--- src/spoc_pkg.sv ---
// Package with the states, pin carriers and constants of the scan pin ownership control.
package spoc_pkg;

  // Pin-ownership modes.
  localparam logic MODE_FLEXIBLE = 1'b0;
  localparam logic MODE_DEDICATED = 1'b1;

  // Active-low output enable levels of a two-way pad.
  localparam logic OE_N_DRIVE = 1'b0;
  localparam logic OE_N_RELEASE = 1'b1;

  // Pull-up control levels.
  localparam logic PULL_ON = 1'b1;
  localparam logic PULL_OFF = 1'b0;

  // Reset value of the synchroniser flops; the pins idle high under pull-ups.
  localparam logic SYNC_RESET = 1'b1;
  localparam logic BIT_CLEAR = 1'b0;

  localparam int TAP_STATE_W = 16;

  typedef enum logic [TAP_STATE_W-1:0] {
    TAP_TLR = 16'h0001,
    TAP_RTI = 16'h0002,
    TAP_SEL_DR = 16'h0004,
    TAP_CAP_DR = 16'h0008,
    TAP_SHF_DR = 16'h0010,
    TAP_EX1_DR = 16'h0020,
    TAP_PAU_DR = 16'h0040,
    TAP_EX2_DR = 16'h0080,
    TAP_UPD_DR = 16'h0100,
    TAP_SEL_IR = 16'h0200,
    TAP_CAP_IR = 16'h0400,
    TAP_SHF_IR = 16'h0800,
    TAP_EX1_IR = 16'h1000,
    TAP_PAU_IR = 16'h2000,
    TAP_EX2_IR = 16'h4000,
    TAP_UPD_IR = 16'h8000
  } spoc_tap_state_type;

  // What user logic wants on a shared pad when the pad is user I/O.
  typedef struct packed {
    logic dout;
    logic oe;
  } spoc_pin_drv_type;

  // What the block drives onto a pad.
  typedef struct packed {
    logic dout;
    logic oe_n;
  } spoc_pad_type;

  // Strobes handed to the scan chain logic.
  typedef struct packed {
    logic tck_rise;
    logic capture_dr;
    logic shift_dr;
    logic update_dr;
    logic capture_ir;
    logic shift_ir;
    logic update_ir;
    logic tap_reset;
  } spoc_scan_ctl_type;

endpackage

--- src/spoc_top.sv ---
// Scan pin ownership control: test access port controller and shared-pin steering.
`timescale 1ns/1ps

//Contract
// - Two modes; mode-select pin never user I/O.
// - Dedicated mode keeps tck, tms, tdi and tdo scan-owned.
// - Dedicated mode: pull-ups on mode-select and data-in.
// - No reservation chosen means flexible mode.
// - Flexible: controller state picks pin role.
// - Flexible mode applies no pulls on those pins.
// - Power-up puts controller in Test-Logic-Reset.
// - Flexible and Test-Logic-Reset: pins are user I/O.
// - Clock rise with mode-select low enters scan.
// - Five high mode-select cycles return to reset.
// - Reserved test-reset pin is scan reset only.
// - Reserved test-reset pin keeps pull-up enabled.
// - Unreserved test-reset is user I/O, else tristated.
// - Reserved test-reset low forces Test-Logic-Reset.
// - Unreserved test-reset behaves as held high.
module spoc_top #(
  parameter logic RESERVE_JTAG = spoc_pkg::MODE_FLEXIBLE,
  parameter logic RESERVE_TRST = 1'b0,
  parameter logic TRST_USER_USED = 1'b0
) (
  input  wire logic                       ref_clk_in,
  input  wire logic                       arst_n_in,
  input  wire logic                       tck_pad_in,
  input  wire logic                       tms_pad_in,
  input  wire logic                       tdi_pad_in,
  input  wire logic                       tdo_pad_in,
  input  wire logic                       trst_pad_in,
  input  wire spoc_pkg::spoc_pin_drv_type tck_user_in,
  input  wire spoc_pkg::spoc_pin_drv_type tdi_user_in,
  input  wire spoc_pkg::spoc_pin_drv_type tdo_user_in,
  input  wire spoc_pkg::spoc_pin_drv_type trst_user_in,
  input  wire logic                       scan_tdo_in,
  output spoc_pkg::spoc_pad_type          tck_pad_out,
  output spoc_pkg::spoc_pad_type          tdi_pad_out,
  output spoc_pkg::spoc_pad_type          tdo_pad_out,
  output spoc_pkg::spoc_pad_type          trst_pad_out,
  output logic                            tms_pullup_out,
  output logic                            tdi_pullup_out,
  output logic                            trst_pullup_out,
  output logic                            scan_owned_out,
  output logic [3:0]                      user_pin_val_out,
  output logic                            scan_tdi_out,
  output spoc_pkg::spoc_scan_ctl_type     scan_ctl_out,
  output spoc_pkg::spoc_tap_state_type    tap_state_out
);

  logic [4:0]                   meta_q;
  logic [4:0]                   sync_q;
  logic                         tck_prev_q;
  logic                         tck_rise;
  logic                         tck_fall;
  logic                         trst_force;
  logic                         scan_owned;
  logic                         tdo_drive;
  logic                         tdo_bit_q;
  spoc_pkg::spoc_tap_state_type tap_q;
  spoc_pkg::spoc_tap_state_type tap_d;

  // Sync order: 0 tck, 1 tms, 2 tdi, 3 tdo, 4 trst. The first stage feeds only the second.
  always_ff @(posedge ref_clk_in or negedge arst_n_in) begin
    if (!arst_n_in) begin
      meta_q <= {5{spoc_pkg::SYNC_RESET}};
      sync_q <= {5{spoc_pkg::SYNC_RESET}};
    end else begin
      meta_q <= {trst_pad_in, tdo_pad_in, tdi_pad_in, tms_pad_in, tck_pad_in};
      sync_q <= meta_q;
    end
  end

  always_ff @(posedge ref_clk_in or negedge arst_n_in) begin
    if (!arst_n_in) begin
      tck_prev_q <= spoc_pkg::SYNC_RESET;
    end else begin
      tck_prev_q <= sync_q[0];
    end
  end

  assign tck_rise = sync_q[0] & ~tck_prev_q;
  assign tck_fall = ~sync_q[0] & tck_prev_q;

  // An unreserved test-reset pin never resets the controller, as if held high.
  assign trst_force = RESERVE_TRST & ~sync_q[4];

  // TMS is sampled on each detected TCK rise; five high samples reach reset from anywhere.
  always_comb begin
    tap_d = tap_q;
    if (tck_rise) begin
      case (tap_q)
        spoc_pkg::TAP_TLR: tap_d = sync_q[1] ? spoc_pkg::TAP_TLR : spoc_pkg::TAP_RTI;
        spoc_pkg::TAP_RTI: tap_d = sync_q[1] ? spoc_pkg::TAP_SEL_DR : spoc_pkg::TAP_RTI;
        spoc_pkg::TAP_SEL_DR: tap_d = sync_q[1] ? spoc_pkg::TAP_SEL_IR : spoc_pkg::TAP_CAP_DR;
        spoc_pkg::TAP_CAP_DR: tap_d = sync_q[1] ? spoc_pkg::TAP_EX1_DR : spoc_pkg::TAP_SHF_DR;
        spoc_pkg::TAP_SHF_DR: tap_d = sync_q[1] ? spoc_pkg::TAP_EX1_DR : spoc_pkg::TAP_SHF_DR;
        spoc_pkg::TAP_EX1_DR: tap_d = sync_q[1] ? spoc_pkg::TAP_UPD_DR : spoc_pkg::TAP_PAU_DR;
        spoc_pkg::TAP_PAU_DR: tap_d = sync_q[1] ? spoc_pkg::TAP_EX2_DR : spoc_pkg::TAP_PAU_DR;
        spoc_pkg::TAP_EX2_DR: tap_d = sync_q[1] ? spoc_pkg::TAP_UPD_DR : spoc_pkg::TAP_SHF_DR;
        spoc_pkg::TAP_UPD_DR: tap_d = sync_q[1] ? spoc_pkg::TAP_SEL_DR : spoc_pkg::TAP_RTI;
        spoc_pkg::TAP_SEL_IR: tap_d = sync_q[1] ? spoc_pkg::TAP_TLR : spoc_pkg::TAP_CAP_IR;
        spoc_pkg::TAP_CAP_IR: tap_d = sync_q[1] ? spoc_pkg::TAP_EX1_IR : spoc_pkg::TAP_SHF_IR;
        spoc_pkg::TAP_SHF_IR: tap_d = sync_q[1] ? spoc_pkg::TAP_EX1_IR : spoc_pkg::TAP_SHF_IR;
        spoc_pkg::TAP_EX1_IR: tap_d = sync_q[1] ? spoc_pkg::TAP_UPD_IR : spoc_pkg::TAP_PAU_IR;
        spoc_pkg::TAP_PAU_IR: tap_d = sync_q[1] ? spoc_pkg::TAP_EX2_IR : spoc_pkg::TAP_PAU_IR;
        spoc_pkg::TAP_EX2_IR: tap_d = sync_q[1] ? spoc_pkg::TAP_UPD_IR : spoc_pkg::TAP_SHF_IR;
        spoc_pkg::TAP_UPD_IR: tap_d = sync_q[1] ? spoc_pkg::TAP_SEL_DR : spoc_pkg::TAP_RTI;
        default: tap_d = spoc_pkg::TAP_TLR;
      endcase
    end
    if (trst_force) begin
      tap_d = spoc_pkg::TAP_TLR;
    end
  end

  always_ff @(posedge ref_clk_in or negedge arst_n_in) begin
    if (!arst_n_in) begin
      tap_q <= spoc_pkg::TAP_TLR;
    end else begin
      tap_q <= tap_d;
    end
  end

  // Ownership follows the registered state, so pads flip one cycle after the state.
  assign scan_owned = (RESERVE_JTAG == spoc_pkg::MODE_DEDICATED) |
                      (tap_q != spoc_pkg::TAP_TLR);
  assign tdo_drive = (tap_q == spoc_pkg::TAP_SHF_DR) | (tap_q == spoc_pkg::TAP_SHF_IR);

  // Scan data leaves on the falling TCK edge, so the tester samples a settled bit.
  always_ff @(posedge ref_clk_in or negedge arst_n_in) begin
    if (!arst_n_in) begin
      tdo_bit_q <= spoc_pkg::BIT_CLEAR;
    end else if (tck_fall) begin
      tdo_bit_q <= scan_tdo_in;
    end
  end

  always_ff @(posedge ref_clk_in or negedge arst_n_in) begin
    if (!arst_n_in) begin
      tck_pad_out <= '{dout: spoc_pkg::BIT_CLEAR, oe_n: spoc_pkg::OE_N_RELEASE};
      tdi_pad_out <= '{dout: spoc_pkg::BIT_CLEAR, oe_n: spoc_pkg::OE_N_RELEASE};
      tdo_pad_out <= '{dout: spoc_pkg::BIT_CLEAR, oe_n: spoc_pkg::OE_N_RELEASE};
    end else if (scan_owned) begin
      // Scan-owned TCK and TDI are inputs; TDO drives only while shifting.
      tck_pad_out <= '{dout: spoc_pkg::BIT_CLEAR, oe_n: spoc_pkg::OE_N_RELEASE};
      tdi_pad_out <= '{dout: spoc_pkg::BIT_CLEAR, oe_n: spoc_pkg::OE_N_RELEASE};
      tdo_pad_out <= '{dout: tdo_bit_q,
                       oe_n: tdo_drive ? spoc_pkg::OE_N_DRIVE : spoc_pkg::OE_N_RELEASE};
    end else begin
      // user logic owns the three shared pads.
      tck_pad_out <= '{dout: tck_user_in.dout, oe_n: ~tck_user_in.oe};
      tdi_pad_out <= '{dout: tdi_user_in.dout, oe_n: ~tdi_user_in.oe};
      tdo_pad_out <= '{dout: tdo_user_in.dout, oe_n: ~tdo_user_in.oe};
    end
  end

  // A reserved test-reset pad is never driven; an unused user one stays tristated.
  always_ff @(posedge ref_clk_in or negedge arst_n_in) begin
    if (!arst_n_in) begin
      trst_pad_out <= '{dout: spoc_pkg::BIT_CLEAR, oe_n: spoc_pkg::OE_N_RELEASE};
    end else if (RESERVE_TRST || !TRST_USER_USED) begin
      trst_pad_out <= '{dout: spoc_pkg::BIT_CLEAR, oe_n: spoc_pkg::OE_N_RELEASE};
    end else begin
      trst_pad_out <= '{dout: trst_user_in.dout, oe_n: ~trst_user_in.oe};
    end
  end

  // Pull-ups are fixed by the build choice and never depend on the controller state.
  always_ff @(posedge ref_clk_in or negedge arst_n_in) begin
    if (!arst_n_in) begin
      tms_pullup_out <= spoc_pkg::PULL_OFF;
      tdi_pullup_out <= spoc_pkg::PULL_OFF;
      trst_pullup_out <= spoc_pkg::PULL_OFF;
    end else begin
      tms_pullup_out <= (RESERVE_JTAG == spoc_pkg::MODE_DEDICATED) ?
                        spoc_pkg::PULL_ON : spoc_pkg::PULL_OFF;
      tdi_pullup_out <= (RESERVE_JTAG == spoc_pkg::MODE_DEDICATED) ?
                        spoc_pkg::PULL_ON : spoc_pkg::PULL_OFF;
      trst_pullup_out <= RESERVE_TRST ? spoc_pkg::PULL_ON : spoc_pkg::PULL_OFF;
    end
  end

  // TMS has no user path at all; user logic sees only tck, tdi, tdo and trst values.
  // An unreserved test-reset pad stays user I/O even while the scan pins are owned.
  always_ff @(posedge ref_clk_in or negedge arst_n_in) begin
    if (!arst_n_in) begin
      user_pin_val_out <= 4'h0;
      scan_tdi_out <= spoc_pkg::BIT_CLEAR;
    end else begin
      user_pin_val_out <= {sync_q[4] & ~RESERVE_TRST,
                           scan_owned ? 3'h0 : {sync_q[3:2], sync_q[0]}};
      scan_tdi_out <= sync_q[2];
    end
  end

  always_ff @(posedge ref_clk_in or negedge arst_n_in) begin
    if (!arst_n_in) begin
      scan_owned_out <= spoc_pkg::BIT_CLEAR;
      tap_state_out <= spoc_pkg::TAP_TLR;
    end else begin
      scan_owned_out <= scan_owned;
      tap_state_out <= tap_q;
    end
  end

  // Each strobe but tap_reset marks a detected TCK rise in the state that the rise leaves; tap_reset is high throughout TAP_TLR.
  always_ff @(posedge ref_clk_in or negedge arst_n_in) begin
    if (!arst_n_in) begin
      scan_ctl_out <= '0;
    end else begin
      scan_ctl_out <= '{tck_rise:   tck_rise & scan_owned,
                        capture_dr: tck_rise & (tap_q == spoc_pkg::TAP_CAP_DR),
                        shift_dr:   tck_rise & (tap_q == spoc_pkg::TAP_SHF_DR),
                        update_dr:  tck_rise & (tap_q == spoc_pkg::TAP_UPD_DR),
                        capture_ir: tck_rise & (tap_q == spoc_pkg::TAP_CAP_IR),
                        shift_ir:   tck_rise & (tap_q == spoc_pkg::TAP_SHF_IR),
                        update_ir:  tck_rise & (tap_q == spoc_pkg::TAP_UPD_IR),
                        tap_reset:  tap_q == spoc_pkg::TAP_TLR};
    end
  end

endmodule

--- config.mk ---
export PLATFORM = sky130hd
export DESIGN_NAME = spoc_top
export DESIGN_NICKNAME = d
export VERILOG_FILES = /design/src/spoc_pkg.sv /design/src/spoc_top.sv
export SDC_FILE = /design/constraint.sdc
export NUM_CORES = 1
export LEC_CHECK = 0
export BUFFER_PORTS_ARGS = -buffer_cell sky130_fd_sc_hd__buf_2
export CELL_PAD_IN_SITES_DETAIL_PLACEMENT = 0
export CELL_PAD_IN_SITES_GLOBAL_PLACEMENT = 2
export CORE_MARGIN = 2
export CORE_UTILIZATION = 38
export DETAILED_ROUTE_END_ITERATION = 7
export PLACE_DENSITY_LB_ADDON = 0.1
export SYNTH_ARGS = -nofsm -noshare
export SYNTH_HDL_FRONTEND = slang
export SYNTH_SLANG_ARGS = --single-unit
--- constraint.sdc ---
create_clock -name ref_clk_in -period 4.94 [get_ports ref_clk_in]
set_input_delay 0.741 -clock ref_clk_in [delete_from_list [all_inputs] [get_ports ref_clk_in]]
set_output_delay 0.741 -clock ref_clk_in [all_outputs]
set_load 0.05 [all_outputs]
# ---- Word-level counts from Yosys, hierarchy flattened
# Cells that the tools add are included.
dict set report classes {
  shift 0
  n_bitwise 15
  reduce_logical 3
  mul 0
  n_eq_ne 17
  addsub 0
  div_mod_pow 0
  muxes 18
  order_cmp 0
}
# cell count
set ops {}
lappend ops {{16-bit case mux with 12 select lines} 1}
lappend ops {{16-bit two-way mux} 2}
lappend ops {{9-bit two-way mux} 2}
lappend ops {{16-bit by 1-bit == test with 1-bit output, second input constant} 1}
lappend ops {{16-bit by 10-bit == test with 1-bit output, second input constant} 1}
lappend ops {{16-bit by 11-bit == test with 1-bit output, second input constant} 1}
lappend ops {{16-bit by 12-bit == test with 1-bit output, second input constant} 1}
lappend ops {{16-bit by 13-bit == test with 1-bit output, second input constant} 1}
lappend ops {{16-bit by 14-bit == test with 1-bit output, second input constant} 1}
lappend ops {{16-bit by 15-bit == test with 1-bit output, second input constant} 1}
lappend ops {{16-bit == test, second input constant} 1}
lappend ops {{16-bit by 2-bit == test with 1-bit output, second input constant} 1}
lappend ops {{16-bit by 3-bit == test with 1-bit output, second input constant} 1}
lappend ops {{16-bit by 4-bit == test with 1-bit output, second input constant} 1}
lappend ops {{16-bit by 5-bit == test with 1-bit output, second input constant} 1}
lappend ops {{16-bit by 6-bit == test with 1-bit output, second input constant} 1}
lappend ops {{16-bit by 7-bit == test with 1-bit output, second input constant} 1}
lappend ops {{16-bit by 8-bit == test with 1-bit output, second input constant} 1}
lappend ops {{16-bit by 9-bit == test with 1-bit output, second input constant} 1}
lappend ops {{16-bit by 1-bit inequality test with 1-bit output, second input constant} 1}
lappend ops {{15-bit two-way mux} 1}
lappend ops {{13-bit two-way mux} 1}
lappend ops {{11-bit two-way mux} 1}
lappend ops {{10-bit two-way mux} 1}
lappend ops {{other kinds (10)} 27}
dict set report totals {
  latch_bits 0
  mem_bits_ro 0
  regBits 64
  n_memories 0
  input_bits 16
  output_inout_bits 41
  elab_cells 76
  ramBits 0
}

# ---- Depth between registers and ports, before layout
# Gate-level depths: netlist (run 1).
dict set report logic_depth {
  ltp_word 4
  mapped_depth 7
  ltp_nobuf 5
}

# ---- Worst setup path after synthesis (run 1)
# OpenSTA, ideal clock, no wires.
dict set report synth_path {
  path_kind {flip-flop to flip-flop}
  from {register tap_q[0]}
  to {register tdo_pad_out[1] (netlist bit)}
  setup_slack_ns 3.027
  n_path_buf 0
  path_stages_with_launch 4
  setup_time_ns 0.125
  arrival_ns 1.788
  required_ns 4.815
  synth_period_minus_slack_ns 1.913
  path_cell_list {dfstp_2 > or4b_2 > nor3_2 > mux2_2}
}
dict set report synth_between {
  elab_chain_len 2
}
# item line_no
set synth_rtl {}
lappend synth_rtl {{start: declaration} spoc_top.sv:60} ;# spoc_pkg::spoc_tap_state_type tap_q;
lappend synth_rtl {{start signal: assignment} spoc_top.sv:119} ;# tap_q <= spoc_pkg::TAP_TLR;
lappend synth_rtl {{start signal: assignment} spoc_top.sv:121} ;# tap_q <= tap_d;
lappend synth_rtl {{16-bit by 1-bit inequality test with 1-bit output} spoc_top.sv:127} ;# (tap_q != spoc_pkg::TAP_TLR);
lappend synth_rtl {{2-bit two-way mux} spoc_top.sv:144} ;# end else if (scan_owned) begin
lappend synth_rtl {{end signal: assignment} spoc_top.sv:143} ;# tdo_pad_out <= '{dout: spoc_pkg::BIT_CLEAR, oe_n: spoc_pkg::OE_N_RELEASE};
lappend synth_rtl {{end signal: assignment} spoc_top.sv:148} ;# tdo_pad_out <= '{dout: tdo_bit_q,
lappend synth_rtl {{end signal: assignment} spoc_top.sv:154} ;# tdo_pad_out <= '{dout: tdo_user_in.dout, oe_n: ~tdo_user_in.oe};
lappend synth_rtl {{end: declaration} spoc_top.sv:39} ;# output spoc_pkg::spoc_pad_type tdo_pad_out,
# No other way between the ends.
# A chain may end at the register's enable or synchronous reset.

# ---- Worst setup path in the final report (run 1)
# Same ends and word-level chain as after synthesis.

==> results of run 1 <==
cells by family (layout without fill, tap and decap cells):
| group | count (synthesis) | count (layout) |
|---|---|---|
| AOI/OAI and AO/OA | 29 | 29 |
| xor gates and xnor gates | 9 | 9 |
| buffers and inverters | 26 | 71 |
| DFF | 64 | 64 |
| muxes | 2 | 2 |
| other | 2 | 5 |
| and+or+nand+nor | 79 | 79 |
layer usage:
| layer | wire length, um | up-vias | GRT usage [%] |
|---|---|---|---|
| met1 | 2614 | 808 | 21.58 |
| met4 | 92 | 0 | 6.993 |
| li1 | - | 819 | - |
| met5 | 0 | - | 0 |
| met3 | 187 | 9 | 4.076 |
| met2 | 2364 | 34 | 22.07 |
where the power goes:
group          internal, mW  leakage, nW  switching (mW)
Sequential            0.600        0.819          0.0370
Clock                 0.311        0.114           0.192
Combinational         0.124        0.568           0.323
Total                  1.03         1.50           0.552
state kept, by name, indices dropped and copies added (netlist names):
signal,cells
tap_state_out,16
tck_prev_q,1
meta_q,5
scan_ctl_out,8
user_pin_val_out,4
sync_q,5
tdo_pad_out,2
tdi_pad_out,2
tck_pad_out,2
scan_owned_out,1
tdo_bit_q,1
scan_tdi_out,1
tap_q,16
through the flow:
step	std cells	utilization (%)	hold slack, ns
after CTS	339	45.98	0.3577
after floorplan	214	-	0.3452
after global routing	339	45.98	0.3641
final	339	45.98	0.3567
after global placement	323	42.64	0.3459
after detailed placement	323	42.64	0.3475
area by class of cell:
class,count,area share (%)
flip-flops and latches,64,52.49
multi-input cells,124,28.11
repair buffers,51,8.424
clock buffers,13,5.144
well taps,80,3.240
clock inverters,3,2.106
inverters,4,0.4860
worst max-delay path by stage:
| stage | start | end | slack (ns) |
|---|---|---|---|
| after detailed placement | tap_q[0] | tdo_pad_out[1] | 2.47 |
| final | tap_q[0] | tdo_pad_out[1] | 2.48 |
| after global placement | tap_q[0] | tdo_pad_out[1] | 2.47 |
| after global routing | tap_q[4] | tdo_pad_out[1] | 2.31 |
| after floorplan | tap_q[0] | tdo_pad_out[1] | 3.03 |
| after CTS | tap_q[0] | tdo_pad_out[1] | 2.46 |
placed cells by master, fill, tap and decap left out, types with 5 or more instances in the layout:
cell type and n:
nor3_1 8, xor2_1 5, nand2_1 19, buf_2 49, conb_1 5, and2_1 6
dfrtp_1 48, nor2_1 9, o21ai_0 9, dfstp_2 16, nand3_1 6, clkbuf_8 11
==> results_dict.tcl, run 1 <==
set metrics [dict create \
    run_status "completed" \
    setup.reg_to_reg.worst_slack_ns 2.48 \
    grt_usage_pct 15.31 \
    edff_count_synth 0 \
    totalPowerFinal_mw 1.587 \
    synth_top_family_by_area "simple AND/OR/NAND/NOR gates" \
    vias 1670 \
    worstPathArrival_ns 2.69 \
    antenna_violations_before_repair 0 \
    synth_ff_type "dfrtp_1" \
    worst-setup-path-type "reg -> reg" \
    postCtsHoldBufs 0 \
    design.portCount 57 \
    cts_inserted_buffers 9 \
    yosysMostFrequentCell "dfrtp_1" \
    synth_compound_area_share_pct 8.250 \
    postLayoutSetupSlackWorst_ns 2.476 \
    yosysWarnings 0 \
    pin_count_of_the_biggest_net_entering_global_routing 65 \
    cts_buffer_depth 2 \
    post-dp-hpwl_mm 3.385 \
    nNetsFinal 270 \
    hold_viol 0 \
    rsz0062_at_grt "no" \
    layout.area.seq_um2 1622 \
    worst_slew_pin_slew_ns 0.8138 \
    dieArea_um2 7586 \
    fraction_of_synthesis_flops_using_an_asynchronous_set_or_reset_pin_pct 100.0 \
    max-vdd-ir-drop_v 0.0001611 \
    synth.yosys.seq_area_share_pct 61.80 \
    worst-path-max-fanout 13 \
    overflow 0 \
    rr_worst_depth 3 \
    synth.area.top_cells "dfrtp_1, dfstp_2, nand2_1" \
    timing.max_cap.violations 0 \
    fillers 627 \
    top_cell_type_s_share_of_synthesized_area_pct 45.78 \
    critPathLaunchType "flop" \
    area_of_the_placeable_core_um2 6719 \
    route.detailed.vias_per_inst 4.926 \
    worstPathRequired_ns 5.16 \
    max_stage_delay_ns 0.70 \
    synthesis.area_um2 2624 \
    post_synth_most_frequent_cells "dfrtp_1, nand2_1, dfstp_2" \
    layout_area_overhead_pct 17.74 \
    synthesis.instances 211 \
    finalCriticalPeriod_ns 2.464 \
    cts-resized-gates 0 \
    crit_slowest_cell "nor3_2" \
    arithmetic_cell_share_of_the_synthesized_area_counting_full_adders_half_adders_and_majority_gates_pct 0 \
    power-per-cell-area_nw_per_um2 513.7 \
    power.leakage_nw 1.500 \
    gpl.final_weighted_congestion 0.7626 \
    synth_seq_cells 64 \
    clock_latency_ns 0.34 \
    synth_xor_area_share_pct 3.004 \
    final_layout_size_suffix_gt1_share_pct 39.00 \
    worst_hold_path.endpoint "sync_q[2]" \
    max_clock_freq_ghz 0.4058 \
    count_of_different_cell_masters_after_synthesis 49 \
    effective_utilization_at_floorplan_pct 39.05 \
    area_of_the_multi_input_gates_um2 868.3 \
    place.port_buffers 49 \
    tritoncts "yes" \
    fin_worst_skew_ns 0.01103 \
    drtPass1Iterations 4 \
    timing.critical_path.to_type "flop" \
    grt_pass1_vias 1661 \
    routed_wirelength_mm 5.259 \
    fin_tns_setup_ns 0 \
    synthMuxAreaShare_pct 0.8584 \
    route.detailed.drc 0 \
    hold_path_class "reg -> reg" \
    cts-htree-levels 3 \
    dpl-instance-area_um2 2865 \
    detail-route-antenna-nets 0 \
    final_design_area_no_fill_um2 3089 \
    crit_path_cell_trace "or4b_2 > nor3_2 > mux2_2" \
    worst_setup_hold_path_clk_slew_ns 0.07 \
    critical_path.reg2reg.endpoint "tdo_pad_out[1]" \
    synth-simple-area-share_pct 20.27 \
    r2r-start "tap_q[0]" \
    timing.max_slew.rel_slack_pct 45.45 \
    die_y_um 87.10 \
    n_antenna_cell 0 \
    setup_violations 0 \
    hold_depth 0 \
    post-route-period-util_pct 49.88 \
    wire_per_inst_um 15.51 \
    synth.largest_area_cell "dfrtp_1" \
    die_width_um 87.10 \
    pre_cts_slack_ns 2.471 \
    finalMaxSlewViolations 0 \
    crit_path_buffers_inverters 0 \
    syn_area_per_cell_um2 12.43 \
    post-cts-setup-buffer-count 0 \
    crit_family "simple AND/OR/NAND/NOR gates" \
    core.rowCount 30 \
    worst_hold_start "meta_q[2]" \
    drt-initial-drc-count 69 \
    grt_pass1_wl_mm 8.700 \
    numClockSinks 64 \
    critical_path_depth 3 \
    clock-root-buffer "clkbuf_8" \
]
No activity file was read; power rests on OpenSTA's default activity.
==> run 2: changes to the inputs <==
Settings changed: CORE_UTILIZATION 38 to 32.
Clock period 4.94 ns to 2 ns, I/O delays scaled along.
==> run 2 against run 1 <==
  * Design area increased by 13%
  * Clock skew fell by 0.0030 ns
  * Sequential share of layout area is 6.0 points lower
  * Critical path depth rose by 3
  * Die area grew 18%
  * Combinational power grew to 3.2 times the previous value
==> results_dict.tcl, run 2 (synthesized netlist as in run 1, its figures left out) <==
set metrics [dict create \
    worst_hold_path.endpoint "meta_q[2]" \
    max_clock_freq_ghz 0.5186 \
    setup_violations 0 \
    timing.max_cap.violations 0 \
    wire_per_inst_um 14.93 \
    r2r-start "tap_q[8]" \
    p_int_mw 2.759 \
    net-switching-power_mw 1.481 \
    switching_share_pct 34.94 \
    grt_pass1_vias 1817 \
    post_layout_util_pct 43.09 \
    post-route-period-util_pct 96.42 \
    area_of_the_multi_input_gates_um2 913.4 \
    worstPathRequired_ns 2.26 \
    dieArea_um2 8940 \
    cts_buffer_depth 2 \
    totalPowerFinal_mw 4.240 \
    clock-root-buffer "clkbuf_8" \
    die_width_um 94.55 \
    worst-path-max-fanout 8 \
    power-per-cell-area_nw_per_um2 1216 \
    detail-route-antenna-nets 0 \
    overflow 0 \
    finalMaxSlewViolations 0 \
    reg.largest.list "tap_q x16, tap_state_out x16, scan_ctl_out x8" \
    critPathLaunchType "flop" \
    design.portCount 57 \
    antenna_violations_before_repair 0 \
    fin_worst_skew_ns 0.008031 \
    route.detailed.drc 0 \
    core.rowCount 33 \
    rsz0062_at_grt "yes" \
    postLayoutSetupSlackWorst_ns 0.07157 \
    grt_usage_pct 14.29 \
    area_of_the_placeable_core_um2 8093 \
    tritoncts "yes" \
    nNetsFinal 306 \
    finalCriticalPeriod_ns 1.928 \
    crit_slowest_cell "or4b_2" \
    critical_path.reg2reg.endpoint "tap_q[0]" \
    worst_hold_start "tdi_pad_in" \
    power.combinational.fraction_pct 33.7 \
    run_status "completed" \
    pre_cts_slack_ns -0.02146 \
    drtPass1Iterations 4 \
    layout.area.seq_um2 1623 \
    power.leakage_nw 1.704 \
    drt-initial-drc-count 89 \
    timing.critical_path.to_type "flop" \
    final-instance-count-excl-fill 400 \
    pin_count_of_the_biggest_net_entering_global_routing 65 \
    worstPathArrival_ns 2.19 \
    die_y_um 94.55 \
    seq_power_share_pct 36.6 \
    layout.cells.most_common "buf_2" \
    worst-setup-path-type "reg -> reg" \
    setup.reg_to_reg.worst_slack_ns 0.07 \
    gpl.final_weighted_congestion 0.7854 \
    worst_setup_hold_path_clk_slew_ns 0.08 \
    n_antenna_cell 0 \
    most-common-layout-cells "buf_2, dfrtp_1, buf_4, nand2_1, dfstp_2" \
    effective_utilization_at_floorplan_pct 32.42 \
    share_clk_of_total_power_pct 29.7 \
    crit_path_cell_trace "buf_4 > or4b_2 > o22ai_1 > nand3_1 > a2bb2oi_1 > o21ai_1" \
    max_stage_delay_ns 0.72 \
    hold_viol 0 \
    dpl.cell_count 377 \
    routed_wirelength_mm 5.970 \
    post-dp-hpwl_mm 4.114 \
    route.detailed.vias_per_inst 4.615 \
    final_layout_size_suffix_gt1_share_pct 48.81 \
    grt_pass1_wl_mm 9.315 \
    vias 1846 \
    fin_tns_setup_ns 0 \
    hold_depth 1 \
    cts_inserted_buffers 9 \
    cts-htree-levels 3 \
    hold_path_class "in -> reg" \
    layout_area_overhead_pct 32.90 \
    numClockSinks 64 \
    place.port_buffers 49 \
    fillers 801 \
    max-vdd-ir-drop_v 0.0003565 \
    clock_latency_ns 0.35 \
    rr_worst_depth 6 \
]
run 2: critical path: cells and delay by family, from the launching register on:
kind	cells	cell delay, ns
compound gates	3	0.41
buf+inv	1	0.18
flops	1	0.40
simple gates	2	0.85
run 2: power by group through the flow:
stage / Clock, mW / Sequential, mW / Combinational (mW)
floorplan: 0 / 1.99 / 0.488
global placement: 0 / 1.57 / 1.32
detailed placement: 0 / 1.58 / 1.32
CTS: 1.29 / 1.55 / 1.33
global route: 1.36 / 1.57 / 1.53
finish: 1.26 / 1.55 / 1.43
run 2: layer usage:
metal | global-route usage [%] | vias up | wire length, um | share of wire (%)
li1 | - | 888 | - | -
met1 | 18.12 | 916 | 2801 | 47
met2 | 21.90 | 32 | 2830 | 47
met3 | 4.549 | 10 | 221 | 3.7
met4 | 7.367 | 0 | 116 | 1.9
met5 | 0 | - | 0 | 0
run 2: timing repair:
action,in CTS,in global routing
hold endpoints to repair,48,0
buffers inserted,0,7
pin swaps,0,10
setup endpoints to repair,1,8
gates resized for setup,1,11
hold buffers,1,0
run 2: area by class of cell:
class | count | area share (%)
Clock inverter | 6 | 2.655
Tap cell | 105 | 3.767
Inverter | 4 | 0.4306
Timing Repair Buffer | 87 | 16.47
Multi-Input combinational cell | 124 | 26.19
Clock buffer | 10 | 3.947
Sequential cell | 64 | 46.54
run 2: worst max-delay path by stage:
stage	from	end	slack, ns	depth (start not counted)
floorplan	tap_q[0]	tdo_pad_out[1]	0.09	3
global placement	tap_q[0]	tdo_pad_out[1]	0.008	3
detailed placement	tap_q[1]	tdo_pad_out[1]	-0.02	3
CTS	tap_q[1]	tdo_pad_out[1]	0.01	3
global route	tap_q[13]	tap_q[8]	-0.02	4
finish	tap_q[8]	tap_q[0]	0.07	6
run 2: metrics by stage:
stage               area [um^2]  hold slack, ns
floorplan                  2635        0.004409
global placement           3152          0.3382
detailed placement         3152          0.3453
CTS                        3398         0.02946
global route               3487         0.01644
finish                     3487         0.04368
==> run 3: changes to the inputs <==
Settings changed: CORE_UTILIZATION 32 to 33, CTS_BUF_LIST set to sky130_fd_sc_hd__clkbuf_4 sky130_fd_sc_hd__clkbuf_8, GPL_TIMING_DRIVEN set to 0.
==> run 3 against run 2 <==
  * Design area is 3.7% lower
  * Die area is 2.9% lower
  * Largest power group unchanged
  * Critical path depth stayed put
  * Register-to-register slack worse by 0.05 ns
  * Core utilization is 0.35 points higher
  * Setup slack worse by 0.048 ns
  * Final cell count is 3.8% lower
  * First-iteration DRC count is 3.4% higher
  * Hold slack worse by 0.0016 ns
==> results_dict.tcl, run 3 (synthesized netlist as in run 1, its figures left out) <==
set metrics [dict create \
    hold_path_class "in -> reg" \
    p_int_mw 2.638 \
    fin_worst_skew_ns 0.006297 \
    dpl-instance-area_um2 3028 \
    most_used_cell_along_the_critical_path "o2111ai_2" \
    die_width_um 93.17 \
    reg.largest.list "tap_q x16, tap_state_out x16, scan_ctl_out x8" \
    run_status "completed" \
    critical_path.startpoint "tap_q[15]" \
    final-instance-count-excl-fill 385 \
    switching_share_pct 35.58 \
    hold_viol 0 \
    worstPathArrival_ns 2.26 \
    worst_setup_hold_path_clk_slew_ns 0.07 \
    clock_latency_ns 0.35 \
    post_layout_util_pct 43.44 \
    final_design_area_no_fill_um2 3357 \
    crit_end "tap_q[0]" \
    effective_utilization_at_floorplan_pct 33.95 \
    worst_slew_pin_slew_ns 0.6432 \
    place.port_buffers 49 \
    r2r-start "tap_q[15]" \
    gpl.final_weighted_congestion 0.7869 \
    worstPathRequired_ns 2.28 \
    drtPass1Iterations 4 \
    dpl.cell_count 366 \
    nNetsFinal 294 \
    layout.cells.most_common "buf_2" \
    max_stage_delay_ns 0.59 \
    clock-root-buffer "clkbuf_8" \
    post-route-period-util_pct 98.84 \
    seq_power_share_pct 38.2 \
    final_layout_size_suffix_gt1_share_pct 45.94 \
    share_clk_of_total_power_pct 30.7 \
    timing.max_slew.rel_slack_pct 57.12 \
    cts-htree-levels 3 \
    grt_pass1_wl_mm 9.446 \
    route.detailed.drc 0 \
    postLayoutSetupSlackWorst_ns 0.02323 \
    cts_inserted_buffers 9 \
    power.leakage_nw 1.612 \
    max_clock_freq_ghz 0.5059 \
    post-dp-hpwl_mm 3.933 \
    rsz0062_at_grt "yes" \
    grt_pass1_vias 1797 \
    pin_count_of_the_biggest_net_entering_global_routing 37 \
    numClockSinks 64 \
    dieArea_um2 8680 \
    finalCriticalPeriod_ns 1.977 \
    pre_cts_slack_ns -0.1029 \
    design.portCount 57 \
    core.rowCount 32 \
    wire_per_inst_um 14.79 \
    worst-setup-path-type "reg -> reg" \
    route.detailed.vias_per_inst 4.634 \
    antenna_violations_before_repair 0 \
    max-vdd-ir-drop_v 0.0003573 \
    power-per-cell-area_nw_per_um2 1220 \
    rr_worst_depth 6 \
    detail-route-antenna-nets 0 \
    tritoncts "yes" \
    overflow 0 \
    die_y_um 93.17 \
    grt_usage_pct 14.69 \
    area_of_the_placeable_core_um2 7727 \
    most-common-layout-cells "buf_2, dfrtp_1, nand2_1, dfstp_2, buf_4" \
    setup_violations 0 \
    power.combinational.fraction_pct 31.1 \
    crit_path_cell_trace "buf_6 > or4_4 > nor4b_4 > o2111ai_2 > o2111ai_2 > o21ai_1" \
    n_antenna_cell 0 \
    fillers 778 \
    critical_path.reg2reg.endpoint "tap_q[0]" \
    timing.max_cap.violations 0 \
    cts_buffer_depth 2 \
    crit_slowest_cell "or4_4" \
    drt-initial-drc-count 92 \
    setup.reg_to_reg.worst_slack_ns 0.02 \
    fin_tns_setup_ns 0 \
    routed_wirelength_mm 5.695 \
    vias 1784 \
    finalMaxSlewViolations 0 \
    layout_area_overhead_pct 27.94 \
    worst-path-max-fanout 6 \
    net-switching-power_mw 1.457 \
    timing.critical_path.to_type "flop" \
    critPathLaunchType "flop" \
]
[run 3: cell types whose count changed in the layout (fill, tap and decap cells not counted), moves of 2 or more]
cell      delta
buf_12       -2
buf_2        +2
buf_4       -20
buf_6        +3
clkbuf_1     +3
dfrtp_1      -3
dfrtp_2      +3
[run 3: area by class of cell]
cell class / instances / area, um^2 / area share [%]
flip-flops and latches: 64 / 1627 / 48.45
multi-input cells: 124 / 907.1 / 27.02
repair buffers: 57 / 320.3 / 9.542
clock buffers: 10 / 137.6 / 4.100
plain buffers: 18 / 130.1 / 3.876
well taps: 102 / 127.6 / 3.802
clock inverters: 6 / 92.59 / 2.758
inverters: 4 / 15.01 / 0.4473
[run 3: power by group through the flow]
stage / clock network, mW / registers [mW] / logic [mW]
2_1_floorplan: 0 / 1.99 / 0.488
3_3_place_gp: 0 / 1.58 / 1.18
3_5_place_dp: 0 / 1.58 / 1.18
4_1_cts: 1.31 / 1.56 / 1.22
5_1_grt: 1.37 / 1.58 / 1.35
6_report: 1.26 / 1.57 / 1.27
[run 3: how the worst min path moves through the flow]
stage | from | endpoint | slack, ns | depth (start not counted)
finish | tdo_pad_in | meta_q[3] | 0.04 | 1
global route | tdo_pad_in | meta_q[3] | 0.02 | 1
CTS | tdo_pad_in | meta_q[3] | 0.02 | 1
detailed placement | meta_q[2] | sync_q[2] | 0.35 | 0
global placement | meta_q[1] | sync_q[1] | 0.35 | 0
floorplan | arst_n_in | scan_ctl_out[0] | 0.004 | 0
[run 3: stage by stage]
step	hold WS, ns	power (mW)
after floorplan	0.004409	2.473
after global placement	0.3455	2.755
after detailed placement	0.3472	2.758
after CTS	0.02395	4.089
after global routing	0.01961	4.298
final	0.04210	4.096
[run 3: layer usage]
layer	up-vias	global-route usage, %	wire [um]
met5	-	0	0
met4	0	6.985	123
met3	10	4.110	202
met2	36	22.16	2571
met1	871	19.52	2797
li1	867	-	-
[run 3: worst max-delay path: cells and delay by family (launching register included)]
kind / cells / cell delay, ns
AO/OA/AOI/OAI: 3 / 0.41
buffers and inverters: 1 / 0.14
flip-flops: 1 / 0.39
AND/OR/NAND/NOR: 2 / 0.96
[run 3: timing repair]
item                                   4_1_cts  5_1_grt
endpoints found under the hold margin       25        0
setup endpoints to repair                   14        9
buffers inserted                             3        3
hold buffers                                 1        0
cloned                                       0        0
pin swaps                                    3        8
resized for setup                            6       15
